**src/include/gst_pkg.sv**
```systemverilog
// Shared constants and types of the gated 16-bit timer control block
package gst_pkg;

  // Register byte addresses
  localparam logic [7:0] ADDR_TIMER_CTRL = 8'h00;
  localparam logic [7:0] ADDR_GATE_CTRL  = 8'h04;
  localparam logic [7:0] ADDR_CLK_SEL    = 8'h08;
  localparam logic [7:0] ADDR_GATE_SEL   = 8'h0C;
  localparam logic [7:0] ADDR_COUNT_LO   = 8'h10;
  localparam logic [7:0] ADDR_COUNT_HI   = 8'h14;
  localparam logic [7:0] ADDR_INT_STATUS = 8'h18;
  localparam logic [7:0] ADDR_INT_ENABLE = 8'h1C;
  localparam logic [7:0] ADDR_INT_CLEAR  = 8'h20;

  // Field positions
  localparam int TC_ON_BIT    = 0;
  localparam int TC_WIDE_BIT  = 1;
  localparam int TC_SYNC_BIT  = 2;
  localparam int TC_PS_LSB    = 4;
  localparam int GC_GATE_LEVEL_STATUS_BIT  = 2;
  localparam int GC_ARM_BIT   = 3;
  localparam int GC_SPM_BIT   = 4;
  localparam int GC_GTM_BIT   = 5;
  localparam int GC_GATE_POLARITY_BIT  = 6;
  localparam int GC_GE_BIT    = 7;
  localparam int INT_OVF_BIT  = 0;
  localparam int INT_GATE_BIT = 1;

  // Reset values
  localparam logic [7:0]  TIMER_CTRL_RST = 8'h00;
  localparam logic [7:0]  GATE_CTRL_RST  = 8'h00;
  localparam logic [3:0]  CLK_SEL_RST    = 4'h0;
  localparam logic [4:0]  GATE_SEL_RST   = 5'h00;
  localparam logic [15:0] COUNT_RST      = 16'h0000;
  localparam logic [1:0]  INT_RST        = 2'h0;

  // Source codes and counts
  localparam logic [3:0]  CS_PIN       = 4'h0;
  localparam logic [3:0]  CS_SYS4      = 4'h1;
  localparam logic [3:0]  CS_SYS       = 4'h2;
  localparam logic [3:0]  CS_RSVD_MIN  = 4'hE;
  localparam logic [4:0]  GSS_LAST     = 5'h10;
  localparam logic [15:0] COUNT_MAX    = 16'hFFFF;
  localparam logic [1:0]  DIV4_LAST    = 2'h3;
  localparam int          CLK_SRC_N    = 16;
  localparam int          GATE_SRC_N   = 17;

  typedef enum logic [1:0] {SRC_EXT, SRC_SYS, SRC_SYS4} gst_src_mode_t;
  typedef enum logic [1:0] {SP_IDLE, SP_WAIT, SP_RUN} gst_sp_state_t;

  // Raw clock and gate candidates, indexed by select code
  typedef struct packed {
    logic [CLK_SRC_N-1:0]  clk;
    logic [GATE_SRC_N-1:0] gate;
  } gst_src_t;

  typedef struct packed {
    logic [1:0] prescale;
    logic       sync_bypass;
    logic       wide_access_mode;
    logic       on;
  } gst_tctl_t;

  typedef struct packed {
    logic gate_enable;
    logic gate_polarity;
    logic gate_toggle_mode;
    logic single_pulse_mode;
  } gst_gctl_t;

  typedef struct packed {
    logic       valid;
    logic       write;
    logic [7:0] addr;
  } gst_aphase_t;

endpackage

```
**src/logic/gst_tick_gen.sv**
```systemverilog
// Timer clock conditioning: synchroniser, edge detect, divide-by-four and prescaler
`timescale 1ns/100ps
module gst_tick_gen (
  input  wire logic                   hclk,
  input  wire logic                   hresetn,
  input  wire logic                   clk_en,
  input  wire logic                   clk_raw,
  input  wire gst_pkg::gst_src_mode_t src_mode,
  input  wire logic                   sync_bypass,
  input  wire logic [1:0]             prescale,
  input  wire logic                   clr,
  output logic                        base_tick,
  output logic                        tick
);
  import gst_pkg::*;

  typedef struct packed {
    logic       sync1;
    logic       sync2;
    logic       prev;
    logic [1:0] div;
    logic [2:0] pre;
  } gst_tick_state_t;

  gst_tick_state_t s_r;
  gst_tick_state_t s_nxt;
  logic            sel;
  logic [2:0]      pre_last;

  always_comb begin
    s_nxt = s_r;
    sel = sync_bypass ? clk_raw : s_r.sync2;
    pre_last = 3'((4'h1 << prescale) - 4'h1);
    case (src_mode)
      SRC_SYS:  base_tick = clk_en;
      SRC_SYS4: base_tick = clk_en & (s_r.div == DIV4_LAST);
      default:  base_tick = clk_en & sel & ~s_r.prev;
    endcase
    tick = base_tick & ~clr & (s_r.pre == pre_last);
    s_nxt.sync1 = clk_raw;
    s_nxt.sync2 = s_r.sync1;
    s_nxt.prev = sel;
    s_nxt.div = s_r.div + 2'h1;
    if (clr) begin
      s_nxt.pre = 3'h0;
    end else if (base_tick) begin
      s_nxt.pre = tick ? 3'h0 : s_r.pre + 3'h1;
    end
  end

  always_ff @(posedge hclk or negedge hresetn) begin
    if (!hresetn) begin
      s_r <= '0;
    end else if (clk_en) begin
      s_r <= s_nxt;
    end
  end

  prescale_two_a: assert property (@(posedge hclk) disable iff (!hresetn)
    (tick && src_mode == SRC_SYS && prescale == 2'h1) |=> !tick)
    else $error("tick repeated within a divide-by-two period");

  sys4_spacing_a: assert property (@(posedge hclk) disable iff (!hresetn)
    (base_tick && src_mode == SRC_SYS4) |=> (src_mode != SRC_SYS4 || !base_tick))
    else $error("quarter-rate base tick on consecutive cycles");

  ext_sync_a: assert property (@(posedge hclk) disable iff (!hresetn)
    (base_tick && src_mode == SRC_EXT && !sync_bypass && $past(clk_en, 1) && $past(clk_en, 2)
     && $past(clk_en, 3) && $past(sync_bypass, 1)== 1'b0) |-> ($past(clk_raw, 2) && !$past(clk_raw, 3)))
    else $error("synchronised edge not two cycles after raw edge");

endmodule

```
**src/logic/gst_timer.sv**
```systemverilog
// Gated 16-bit timer with clock select, prescaler, gate logic and AHB-Lite registers
//
// Summary of operation
// - two-bit field divides timer clock by 1/2/4/8
// - system clock sources skip the synchroniser
// - other sources synchronised unless sync bypass set
// - mode bit selects coherent 16-bit count access
// - on bit enables counting; off clears toggle
// - gate enable makes counting follow gate
// - polarity bit selects active-high or active-low gate
// - toggle mode divides gate by rising edges
// - armed status reads one until pulse completes
// - clearing single-pulse mode clears armed status
// - gate level status readable regardless of enable
// - four-bit field selects timer clock, two reserved
// - five-bit field selects gate, high codes reserved
// - unimplemented control bits read as zero
// - control bits reset to zero on reset
// - count wraps to zero and sets overflow flag
// - gate level falling edge sets gate event flag
// - single pulse runs first edge to trailing edge
//
// Added by the designer: the AHB-Lite slave port and the register addresses.
`timescale 1ns/100ps
module gst_timer (
  input  wire logic              hclk,
  input  wire logic              hresetn,
  input  wire logic              clk_en,
  input  wire logic              hsel,
  input  wire logic [31:0]       haddr,
  input  wire logic [1:0]        htrans,
  input  wire logic              hwrite,
  input  wire logic [2:0]        hsize,
  input  wire logic [31:0]       hwdata,
  input  wire logic              hready,
  output logic                   hreadyout,
  output logic                   hresp,
  output logic [31:0]            hrdata,
  input  wire gst_pkg::gst_src_t src,
  output logic [15:0]            count_value,
  output logic                   irq
);
  import gst_pkg::*;

  typedef struct packed {
    gst_tctl_t     tctl;
    gst_gctl_t     gctl;
    logic [3:0]    clk_sel;
    logic [4:0]    gate_sel;
    logic [15:0]   count;
    logic [7:0]    hi_buf;
    gst_sp_state_t sp;
    logic          tff;
    logic          gate_prev_raw;
    logic          gate_act_prev;
    logic          gate_level_status;
    logic [1:0]    int_st;
    logic [1:0]    int_en;
    gst_aphase_t   ap;
    logic          rd_wait;
    logic [31:0]   hrdata;
  } gst_timer_state_t;

  gst_timer_state_t s_r;
  gst_timer_state_t s_nxt;
  logic             clk_raw;
  gst_src_mode_t    src_mode;
  logic             base_tick;
  logic             tick;
  logic             gate_raw;
  logic             gate_rise_raw;
  logic             gate_tog;
  logic             gate_act;
  logic             gate_val;
  logic             count_en;
  logic             wr_now;
  logic             rd_now;
  logic [7:0]       wbyte;
  logic [1:0]       int_set;
  logic [1:0]       int_clr;
  logic [16:0]      inc;

  // Register read view; unimplemented bits are zero
  function automatic logic [7:0] reg_view(input gst_timer_state_t st, input logic [7:0] addr);
    logic [7:0] v;
    v = 8'h00;
    case (addr)
      ADDR_TIMER_CTRL: begin
        v[TC_PS_LSB+:2] = st.tctl.prescale;
        v[TC_SYNC_BIT] = st.tctl.sync_bypass;
        v[TC_WIDE_BIT] = st.tctl.wide_access_mode;
        v[TC_ON_BIT] = st.tctl.on;
      end
      ADDR_GATE_CTRL: begin
        v[GC_GE_BIT] = st.gctl.gate_enable;
        v[GC_GATE_POLARITY_BIT] = st.gctl.gate_polarity;
        v[GC_GTM_BIT] = st.gctl.gate_toggle_mode;
        v[GC_SPM_BIT] = st.gctl.single_pulse_mode;
        v[GC_ARM_BIT] = (st.sp != SP_IDLE);
        v[GC_GATE_LEVEL_STATUS_BIT] = st.gate_level_status;
      end
      ADDR_CLK_SEL:    v = {4'h0, st.clk_sel};
      ADDR_GATE_SEL:   v = {3'h0, st.gate_sel};
      ADDR_COUNT_LO:   v = st.count[7:0];
      ADDR_COUNT_HI:   v = st.tctl.wide_access_mode ? st.hi_buf : st.count[15:8];
      ADDR_INT_STATUS: v = {6'h00, st.int_st};
      ADDR_INT_ENABLE: v = {6'h00, st.int_en};
      default:         v = 8'h00;
    endcase
    return v;
  endfunction

  gst_tick_gen u_tick (
    .hclk        (hclk),
    .hresetn     (hresetn),
    .clk_en      (clk_en),
    .clk_raw     (clk_raw),
    .src_mode    (src_mode),
    .sync_bypass (s_r.tctl.sync_bypass),
    .prescale    (s_r.tctl.prescale),
    .clr         (~s_r.tctl.on),
    .base_tick   (base_tick),
    .tick        (tick)
  );

  always_comb begin
    // Clock source selection
    clk_raw = (s_r.clk_sel >= CS_RSVD_MIN) ? 1'b0 : src.clk[s_r.clk_sel];
    case (s_r.clk_sel)
      CS_SYS:  src_mode = SRC_SYS;
      CS_SYS4: src_mode = SRC_SYS4;
      default: src_mode = SRC_EXT;
    endcase

    // Gate path
    gate_raw = (s_r.gate_sel > GSS_LAST) ? 1'b0 : src.gate[s_r.gate_sel];
    gate_rise_raw = gate_raw & ~s_r.gate_prev_raw;
    gate_tog = s_r.gctl.gate_toggle_mode ? s_r.tff : gate_raw;
    gate_act = s_r.gctl.gate_polarity ? gate_tog : ~gate_tog;
    if (s_r.gctl.single_pulse_mode) begin
      gate_val = (s_r.sp == SP_RUN) & gate_act;
    end else begin
      gate_val = gate_act;
    end
    count_en = s_r.tctl.on & (~s_r.gctl.gate_enable | gate_val);

    // Bus phases
    hreadyout = ~(s_r.ap.valid & ~s_r.ap.write & ~s_r.rd_wait);
    hresp = 1'b0;
    wr_now = s_r.ap.valid & s_r.ap.write;
    rd_now = s_r.ap.valid & ~s_r.ap.write & ~s_r.rd_wait;
    wbyte = hwdata[7:0];

    s_nxt = s_r;
    int_set = 2'h0;
    int_clr = 2'h0;

    // Toggle flip-flop, held clear when off or toggle disabled
    if (!s_r.tctl.on || !s_r.gctl.gate_toggle_mode) begin
      s_nxt.tff = 1'b0;
    end else if (gate_rise_raw) begin
      s_nxt.tff = ~s_r.tff;
    end
    s_nxt.gate_prev_raw = gate_raw;
    s_nxt.gate_act_prev = gate_act;

    // Single-pulse sequence
    case (s_r.sp)
      SP_WAIT: begin
        if (gate_act && !s_r.gate_act_prev) begin
          s_nxt.sp = SP_RUN;
        end
      end
      SP_RUN: begin
        if (!gate_act) begin
          s_nxt.sp = SP_IDLE;
        end
      end
      default: s_nxt.sp = SP_IDLE;
    endcase

    // Gate level and gate event
    s_nxt.gate_level_status = gate_val;
    if (s_r.gate_level_status && !gate_val) begin
      int_set[INT_GATE_BIT] = 1'b1;
    end

    // Counting
    inc = {1'b0, s_r.count} + 17'h00001;
    if (tick && count_en) begin
      s_nxt.count = inc[15:0];
      if (s_r.count == COUNT_MAX) begin
        int_set[INT_OVF_BIT] = 1'b1;
      end
    end

    // Register writes, taking precedence over counting
    if (wr_now) begin
      case (s_r.ap.addr)
        ADDR_TIMER_CTRL: begin
          s_nxt.tctl.prescale = wbyte[TC_PS_LSB+:2];
          s_nxt.tctl.sync_bypass = wbyte[TC_SYNC_BIT];
          s_nxt.tctl.wide_access_mode = wbyte[TC_WIDE_BIT];
          s_nxt.tctl.on = wbyte[TC_ON_BIT];
        end
        ADDR_GATE_CTRL: begin
          s_nxt.gctl.gate_enable = wbyte[GC_GE_BIT];
          s_nxt.gctl.gate_polarity = wbyte[GC_GATE_POLARITY_BIT];
          s_nxt.gctl.gate_toggle_mode = wbyte[GC_GTM_BIT];
          s_nxt.gctl.single_pulse_mode = wbyte[GC_SPM_BIT];
          if (!wbyte[GC_ARM_BIT]) begin
            s_nxt.sp = SP_IDLE;
          end else if (s_r.sp == SP_IDLE) begin
            s_nxt.sp = SP_WAIT;
          end
        end
        ADDR_CLK_SEL:  s_nxt.clk_sel = wbyte[3:0];
        ADDR_GATE_SEL: s_nxt.gate_sel = wbyte[4:0];
        ADDR_COUNT_LO: begin
          if (s_r.tctl.wide_access_mode) begin
            s_nxt.count = {s_r.hi_buf, wbyte};
          end else begin
            s_nxt.count[7:0] = wbyte;
          end
        end
        ADDR_COUNT_HI: begin
          if (s_r.tctl.wide_access_mode) begin
            s_nxt.hi_buf = wbyte;
          end else begin
            s_nxt.count[15:8] = wbyte;
          end
        end
        ADDR_INT_ENABLE: s_nxt.int_en = wbyte[1:0];
        ADDR_INT_CLEAR:  int_clr = wbyte[1:0];
        default: ;
      endcase
    end
    if (!s_nxt.gctl.single_pulse_mode) begin
      s_nxt.sp = SP_IDLE;
    end

    // Sticky flags, set wins over clear
    s_nxt.int_st = (s_r.int_st & ~int_clr) | int_set;

    // Reads: one wait state, data registered
    if (rd_now) begin
      s_nxt.hrdata = {24'h000000, reg_view(s_r, s_r.ap.addr)};
      s_nxt.rd_wait = 1'b1;
      if (s_r.ap.addr == ADDR_COUNT_LO && s_r.tctl.wide_access_mode) begin
        s_nxt.hi_buf = s_r.count[15:8];
      end
    end
    if (hreadyout) begin
      s_nxt.rd_wait = 1'b0;
      s_nxt.ap.valid = hsel & htrans[1] & hready;
      s_nxt.ap.write = hwrite;
      s_nxt.ap.addr = haddr[7:0];
    end
  end

  always_ff @(posedge hclk or negedge hresetn) begin
    if (!hresetn) begin
      s_r <= '0;
      s_r.tctl <= gst_tctl_t'({TIMER_CTRL_RST[TC_PS_LSB+:2], TIMER_CTRL_RST[TC_SYNC_BIT],
                               TIMER_CTRL_RST[TC_WIDE_BIT], TIMER_CTRL_RST[TC_ON_BIT]});
      s_r.gctl <= gst_gctl_t'(GATE_CTRL_RST[7:4]);
      s_r.clk_sel <= CLK_SEL_RST;
      s_r.gate_sel <= GATE_SEL_RST;
      s_r.count <= COUNT_RST;
      s_r.int_st <= INT_RST;
      s_r.int_en <= INT_RST;
      s_r.sp <= SP_IDLE;
    end else if (clk_en) begin
      s_r <= s_nxt;
    end
  end

  assign hrdata = s_r.hrdata;
  assign count_value = s_r.count;
  assign irq = |(s_r.int_st & s_r.int_en);

  off_clears_toggle_a: assert property (@(posedge hclk) disable iff (!hresetn)
    (clk_en && !s_r.tctl.on) |=> !s_r.tff)
    else $error("toggle flip-flop not cleared while timer off");

  gate_enable_use_a: assert property (@(posedge hclk) disable iff (!hresetn)
    (clk_en && tick && s_r.tctl.on && !s_r.gctl.gate_enable && !wr_now)
      |=> s_r.count == $past(s_r.count) + 16'h0001)
    else $error("timer did not count with gate enable clear");

  gate_polarity_a: assert property (@(posedge hclk) disable iff (!hresetn)
    (s_r.tctl.on && s_r.gctl.gate_enable && !s_r.gctl.gate_toggle_mode && !s_r.gctl.single_pulse_mode)
      |-> count_en == (s_r.gctl.gate_polarity ? gate_raw : !gate_raw))
    else $error("gate polarity not honoured");

  toggle_edge_a: assert property (@(posedge hclk) disable iff (!hresetn)
    (clk_en && s_r.tctl.on && s_r.gctl.gate_toggle_mode && gate_rise_raw) |=> s_r.tff != $past(s_r.tff))
    else $error("toggle flip-flop missed a rising gate edge");

  spm_clears_arm_a: assert property (@(posedge hclk) disable iff (!hresetn)
    !s_r.gctl.single_pulse_mode |-> s_r.sp == SP_IDLE)
    else $error("armed status set without single-pulse mode");

  pulse_done_a: assert property (@(posedge hclk) disable iff (!hresetn)
    (clk_en && s_r.sp == SP_RUN && !gate_act) |=> s_r.sp == SP_IDLE)
    else $error("single pulse did not complete on trailing edge");

  gate_level_a: assert property (@(posedge hclk) disable iff (!hresetn)
    clk_en |=> s_r.gate_level_status == $past(gate_val))
    else $error("gate level status lags gate value");

  overflow_wrap_a: assert property (@(posedge hclk) disable iff (!hresetn)
    (clk_en && tick && count_en && s_r.count == COUNT_MAX && !wr_now)
      |=> (s_r.count == 16'h0000 && s_r.int_st[INT_OVF_BIT]))
    else $error("rollover did not wrap or flag overflow");

  gate_event_a: assert property (@(posedge hclk) disable iff (!hresetn)
    (clk_en && s_r.gate_level_status && !gate_val) |=> s_r.int_st[INT_GATE_BIT])
    else $error("falling gate level did not set gate event flag");

  clk_reserved_a: assert property (@(posedge hclk) disable iff (!hresetn)
    (s_r.clk_sel >= CS_RSVD_MIN) |-> !clk_raw)
    else $error("reserved clock select drives a clock");

endmodule

```
**config.mk**
```make
export PLATFORM = sky130hd
export DESIGN_NAME = gst_timer
export DESIGN_NICKNAME = d
export VERILOG_FILES = /design/src/include/gst_pkg.sv /design/src/logic/gst_tick_gen.sv /design/src/logic/gst_timer.sv
export SDC_FILE = /design/constraint.sdc
export NUM_CORES = 1
export LEC_CHECK = 0
export BUFFER_PORTS_ARGS = -buffer_cell sky130_fd_sc_hd__buf_2
export CAP_MARGIN = 10
export CORE_MARGIN = 10
export CORE_UTILIZATION = 57
export DETAILED_ROUTE_END_ITERATION = 8
export HOLD_SLACK_MARGIN = 0.08
export PLACE_DENSITY_LB_ADDON = 0.05
export SYNTH_ARGS = -nofsm -noshare
export SYNTH_HDL_FRONTEND = slang
export SYNTH_SLANG_ARGS = --single-unit
export TNS_END_PERCENT = 50
```
**constraint.sdc**
```tcl
create_clock -name hclk -period 4.3 [get_ports hclk]
set_input_delay 0.43 -clock hclk [delete_from_list [all_inputs] [get_ports hclk]]
set_output_delay 0.43 -clock hclk [all_outputs]
set_load 0.05 [all_outputs]
```
* Word-level counts from Yosys, hierarchy flattened *
Cells that the tools add are included.

word-level totals
  input port bits = 108
  bits in read-only memories = 0
  flip-flop bits (word level) = 79
  RAM bits = 0
  memories kept = 0
  latch bits = 0
  word-level logic and storage cells = 154
  output and inout port bits = 51

cells by class
  eq/ne operators = 18
  reductions and logical operators = 23
  order comparisons = 4
  mux-type cells = 49
  $mul = 0
  bitwise logic cells = 26
  shift-type cells = 1
  divide/modulo/power cells = 0
  add/subtract/negate cells = 4

operator list
  kind                     count
  $mux W8                  8
  $mux W36                 1
  $eq A8 B5 Y1 const B     4
  $add A16 B1 Y16 const B  1
  $eq A16 B16 Y1 const B   1
  $eq A8 B4 Y1 const B     2
  $mux W16                 1
  $mux W2                  8
  $pmux W8 S2              1
  $mux W1                  15
  $reduce_and A3 Y1        5
  $pmux W2 S7              1
  $and A1 B1 Y1            13
  $pmux W2 S5              1
  $mux W3                  3
  $eq A8 B3 Y1 const B     1
  $eq A8 B6 Y1 const B     1
  $logic_not A8 Y1         1
  $not A1 Y1               8
  $pmux W2 S2              2
  $reduce_and A2 Y1        4
  $eq A2 B2 Y1 const B     3
  $lt A5 B6 Y1 const B     1
  $pmux W1 S6              1
  other kinds (29)         38

* Logic depth before layout (Yosys ltp) *
  word-level depth = 17
  gate-level depth with buffers = 12
  mapped depth without buffers = 11

* By module *
Synthesis repeated with hierarchy kept, for this count alone.

unflattened totals
  cell total of the unflattened synthesis = 591
  area, all modules = 5427.7 um^2

by module, submodules not included
  module        seq. area each (um^2)  area an instance (um^2)  cells an instance  times used
  gst_timer     1776.7                 4919.7                   541                1
  gst_tick_gen  200.2                  508.0                    50                 1

* Worst setup path after synthesis *
No wires, ideal clock.

  path kind = register to register
  from = reg s_r[85] in the netlist's numbering
  to = reg s_r, in the netlist count_value[11]
  clock period less this slack = 2.680 ns
  path buffers = 2
  stages on the path, launching flop included = 12
  setup slack = 1.620 ns
  data required time = 4.170 ns
  arrival time = 2.550 ns
  path through = dfrtp_1 -> clkbuf_1 -> or3_1 -> ha_1 -> nand3b_1 -> nor3_2 -> nor3_2 -> nand3b_2 -> buf_6 -> or4b_1 -> a21oi_1 -> o22ai_1

between the ends
  cells in the longest elaborated chain, start to end = 14
  elaborated cells between the ends (all ways) = 21

ends and longest elaborated chain
  what                             line                                text
  start, declared                  gst_timer.sv:64                     gst_timer_state_t s_r;
  start signal, assigned           gst_timer.sv:274                    s_r <= s_nxt;
  $bmux W1 S4                      gst_timer.sv:128                    clk_raw = (s_r.clk_sel >= CS_RSVD_MIN) ? 1'b0 : src.clk[s_r.clk_sel];
  $mux W1 (not written as such)    gst_timer.sv:128
  $mux W1                          gst_timer.sv:128
  $mux W1                          gst_tick_gen.sv:32                  sel = sync_bypass ? clk_raw : s_r.sync2;
  $and A1 B1 Y1 (2 in series)      gst_tick_gen.sv:37                  default: base_tick = clk_en & sel & ~s_r.prev;
  $pmux W1 S2 (*)                  gst_tick_gen.sv:34                  case (src_mode)
  $and A1 B1 Y1 (*) (2 in series)  gst_tick_gen.sv:39                  tick = base_tick & ~clr & (s_r.pre == pre_last);
  $logic_and A1 B1 Y1 (*)          gst_timer.sv:190                    if (tick && count_en) begin
  $mux W16 (*)                     gst_timer.sv:190
  $mux W8 (on tied branches)       gst_timer.sv:227, gst_timer.sv:220
  $pmux W8 S2                      gst_timer.sv:199                    case (s_r.ap.addr)
  $mux W36 (*)                     gst_timer.sv:198                    if (wr_now) begin

Mark *: on every way between the ends. The rest lies on a longest branch, timed or not. The select of a mux whose other input is x is not followed.
A chain may end at the register's enable or synchronous reset.

* Worst setup path after layout *
  from = reg s_r[34] in the netlist's numbering
  to = reg s_r[53] in the netlist's numbering

between the ends
  cells in the longest elaborated chain, start to end = 5
  elaborated cells between the ends (all ways) = 7

ends and longest elaborated chain
  what          line              text
  $eq A8 B5 Y1  gst_timer.sv:199
  $mux W8       gst_timer.sv:199
  $mux W36      gst_timer.sv:198
  $mux W8       gst_timer.sv:249  if (s_r.ap.addr == ADDR_COUNT_LO && s_r.tctl.wide_access_mode) begin
  $mux W8 (*)   gst_timer.sv:246  if (rd_now) begin

Mark *: on every way between the ends. The rest lies on a longest branch, timed or not.

==> results.cfg <==
[logic_synthesis]
synth-seq-cells = 79
synthFlopType = dfrtp_1
synthesis.area_per_instance_sq_um = 9.311
synth-warning-count = 0
synth_seq_area_share_pct = 36.80
synth_edf_count = 0
syn_inst = 577
ys_types = 75
synth.cells.most_frequent = 79 x dfrtp_1, 52 x nand2_1, 50 x buf_4
synthDominantAreaCellType = dfrtp_1
yosys.cell_count.top_type = dfrtp_1
mappedNetlistArea_sq_um = 5373
area_share_of_the_largest_cell_type_after_synthesis_pct = 36.80
yosys-top-cells-area = dfrtp_1 37%, mux2_2 7.1%, buf_4 7.0%
synth-async-reset-ratio_pct = 100.0

[routing]
drt-vias-per-instance = 6.202
wire_per_inst_um = 19.87
ant_nets_after_route = 0
drtPass1Iterations = 5
num_vias = 4534
route.final.wire_length_um = 14530
detail_route.iter0.violations = 337
detail_route.drc_violations = 0

[cells_and_area]
nFillCells = 823
layout.nets = 732
antenna-diode-count = 0
seq_area_sq_um = 1977
area_delta_synth_final_pct = 6.567
drive_above_1_share_pct = 25.97
final_cell_area_sq_um = 5725
utilization_pct = 62.26
stdcell_count = 731
total_area_of_multi_input_combinational_cells_sq_um = 2908

[global_route]
all_layer_global_routing_usage_pct = 21.87
grt_busiest_layer = met2
global_route.usage.met3_pct = 5.199
antenna_found_initial = 0
grt_start_max_net_pins = 80
fraction_of_met1_tracks_used_by_global_routing_pct = 29.49
grt_util_met2_pct = 32.88
grt_remaining_overflow = 0
first_pass_grt_wire_length_um = 23320
via_count_of_the_first_global_routing_pass = 4457

[cts]
cts_tree = yes
clockBufferDepth = 2
clkSinkCount = 79
clock_tree.root_cell = clkbuf_8
post_cts.repair.setup_buffers = 0
cts_inserted_buffers = 9
cts_hold_buffers = 0
clkLatencyLatePin_ns = 0.36
cts_resized = 0
htree_levels = 3
clock_pin_transition_on_the_worst_setup_and_hold_timing_paths_ns = 0.08

[power]
worst_ir_drop_vdd_uv = 261.3
netSwitchingFraction_pct = 38.22
p_switching_mw = 0.8607
post-layout-total-power_mw = 2.252
combPwrFrac_pct = 29.0
p_seq_share_pct = 44.3
clock_share_of_power_pct = 26.7
internal-power_mw = 1.391
cellPowerDensity_nw_per_um2 = 393.3
power.static_leakage_nw = 2.474

[critical_path]
timing_worst_setup_path_type = reg2reg
required_ns = 4.58
critPathLaunchType = flop
cp_data_arrival_time_ns = 3.43
timing.critical_path.to_type = flop
highest_net_fanout_along_the_worst_path = 15

[floorplan]
die_height_um = 117.1
chipWidth_um = 117.1
die_area_sq_um = 13710
initial_core_util_pct = 58.42
core_area_sq_um = 9196
rows = 35
io_pins = 159

[sta]
final.min_clock_period_ns = 3.143
finalSetupViolCount = 0
layout_worst_path_cycle_share_pct = 73.08
timing.max_slew.rel_slack_pct = 32.30
final.setup.worst_slack_ns = 1.158
max_slew.worst_pin.slew_ns = 1.016
clock-skew-final_ns = 0.01301
finalHoldViolCount = 0
slew_violations = 0
setup_repair_after_global_routing_missed_its_margin = false
fin_hold_ws_ns = 0.2283
timing.fmax_mhz = 318.2
setup_tns_ns = 0

[placed_design]
gp_routability_congestion = 0.9013
postPlaceCellArea_sq_um = 5515
pre_cts_ws_ns = 1.208
dpl.cell_count = 716
port-buffer-count = 79
place.detailed.hpwl_um = 10810

[run_status]
outcome = finished clean

[hold_path]
hold_class = in2async

[flow_run]
drv_cap = 0
layer usage:
metal	share of wire, %	wire length, um
met1	44	6349
met2	45	6504
met3	8.6	1246
met4	2.9	427
met5	0	0
placed cells by master (no fill, tap or decap), types with 4 or more instances in the layout:
master,instances
dfrtp_1,79
a221oi_1,4
buf_4,5
a21oi_1,36
a22o_1,10
o31ai_1,5
a311oi_1,4
buf_2,78
conb_1,25
and3_1,4
o2111ai_1,4
o21ai_1,5
clkbuf_8,9
nand2b_1,9
nor4_1,7
mux2i_1,20
or3_1,8
o22ai_1,12
a31oi_1,6
nor2_1,41
or2_2,4
mux2_2,34
ha_1,8
xnor2_1,5
nor3_1,15
inv_1,17
o21ai_0,24
nor3_2,4
nand2_1,52
and2_1,5
nand3_1,8
nand3b_1,4
cells by family after synthesis:
kind of cell    Yosys count  share of synthesized area, %
simple gates            189                         19.35
compound gates          140                         17.91
buf+inv                  96                         10.76
flops                    79                         36.80
mux                      57                         12.11
fa+ha+maj                 8                         1.863
xor+xnor                  7                         1.141
other cells               1                       0.06980
power groups by stage:
stage | combinational, mW | clock, mW | sequential (mW)
global route | 0.706 | 0.643 | 1.02
floorplan | 0.624 | 0 | 0.942
finish | 0.652 | 0.601 | 0.999
CTS | 0.656 | 0.615 | 0.996
detailed placement | 0.654 | 0 | 1.01
global placement | 0.643 | 0 | 1.00
sequential cells by signal (all words and copies together) (netlist names):
register	count
s_r	47
count_value	16
hrdata	8
u_tick.s_r	7
u_tick.s_nxt	1
final timing paths:
path / start / end / slack, ns / cells after the start
max: s_r[34] / s_r[53] / 1.16 / 7
min: hresetn / s_r[49] / 0.23 / 1
max reg2reg: s_r[34] / s_r[53] / 1.16 / 7
min reg2reg: u_tick.s_r[3] / u_tick.s_r[3] / 0.48 / 1
max in group asynchronous: hresetn / s_r[53] / 3.44 / 1
min in group hclk: haddr[0] / s_r[33] / 0.30 / 2
critical path, cell delays in order, from the launching register on:
cell and delay [ns]:
dfrtp_1 0.38, or4_4 0.56, or3b_1 0.60, nor3_4 0.60
nand3_2 0.35, a21oi_4 0.38, nor2_1 0.08, a21oi_1 0.12
layout make-up:
type	instances	share of cell area [%]
clock inverter	6	1.508
inverter	17	1.115
timing repair buffer	83	7.474
clock buffer	9	2.163
multi-input combinational	426	50.79
sequential	79	34.53
tap	111	2.426
No activity file was read; power rests on OpenSTA's default activity.
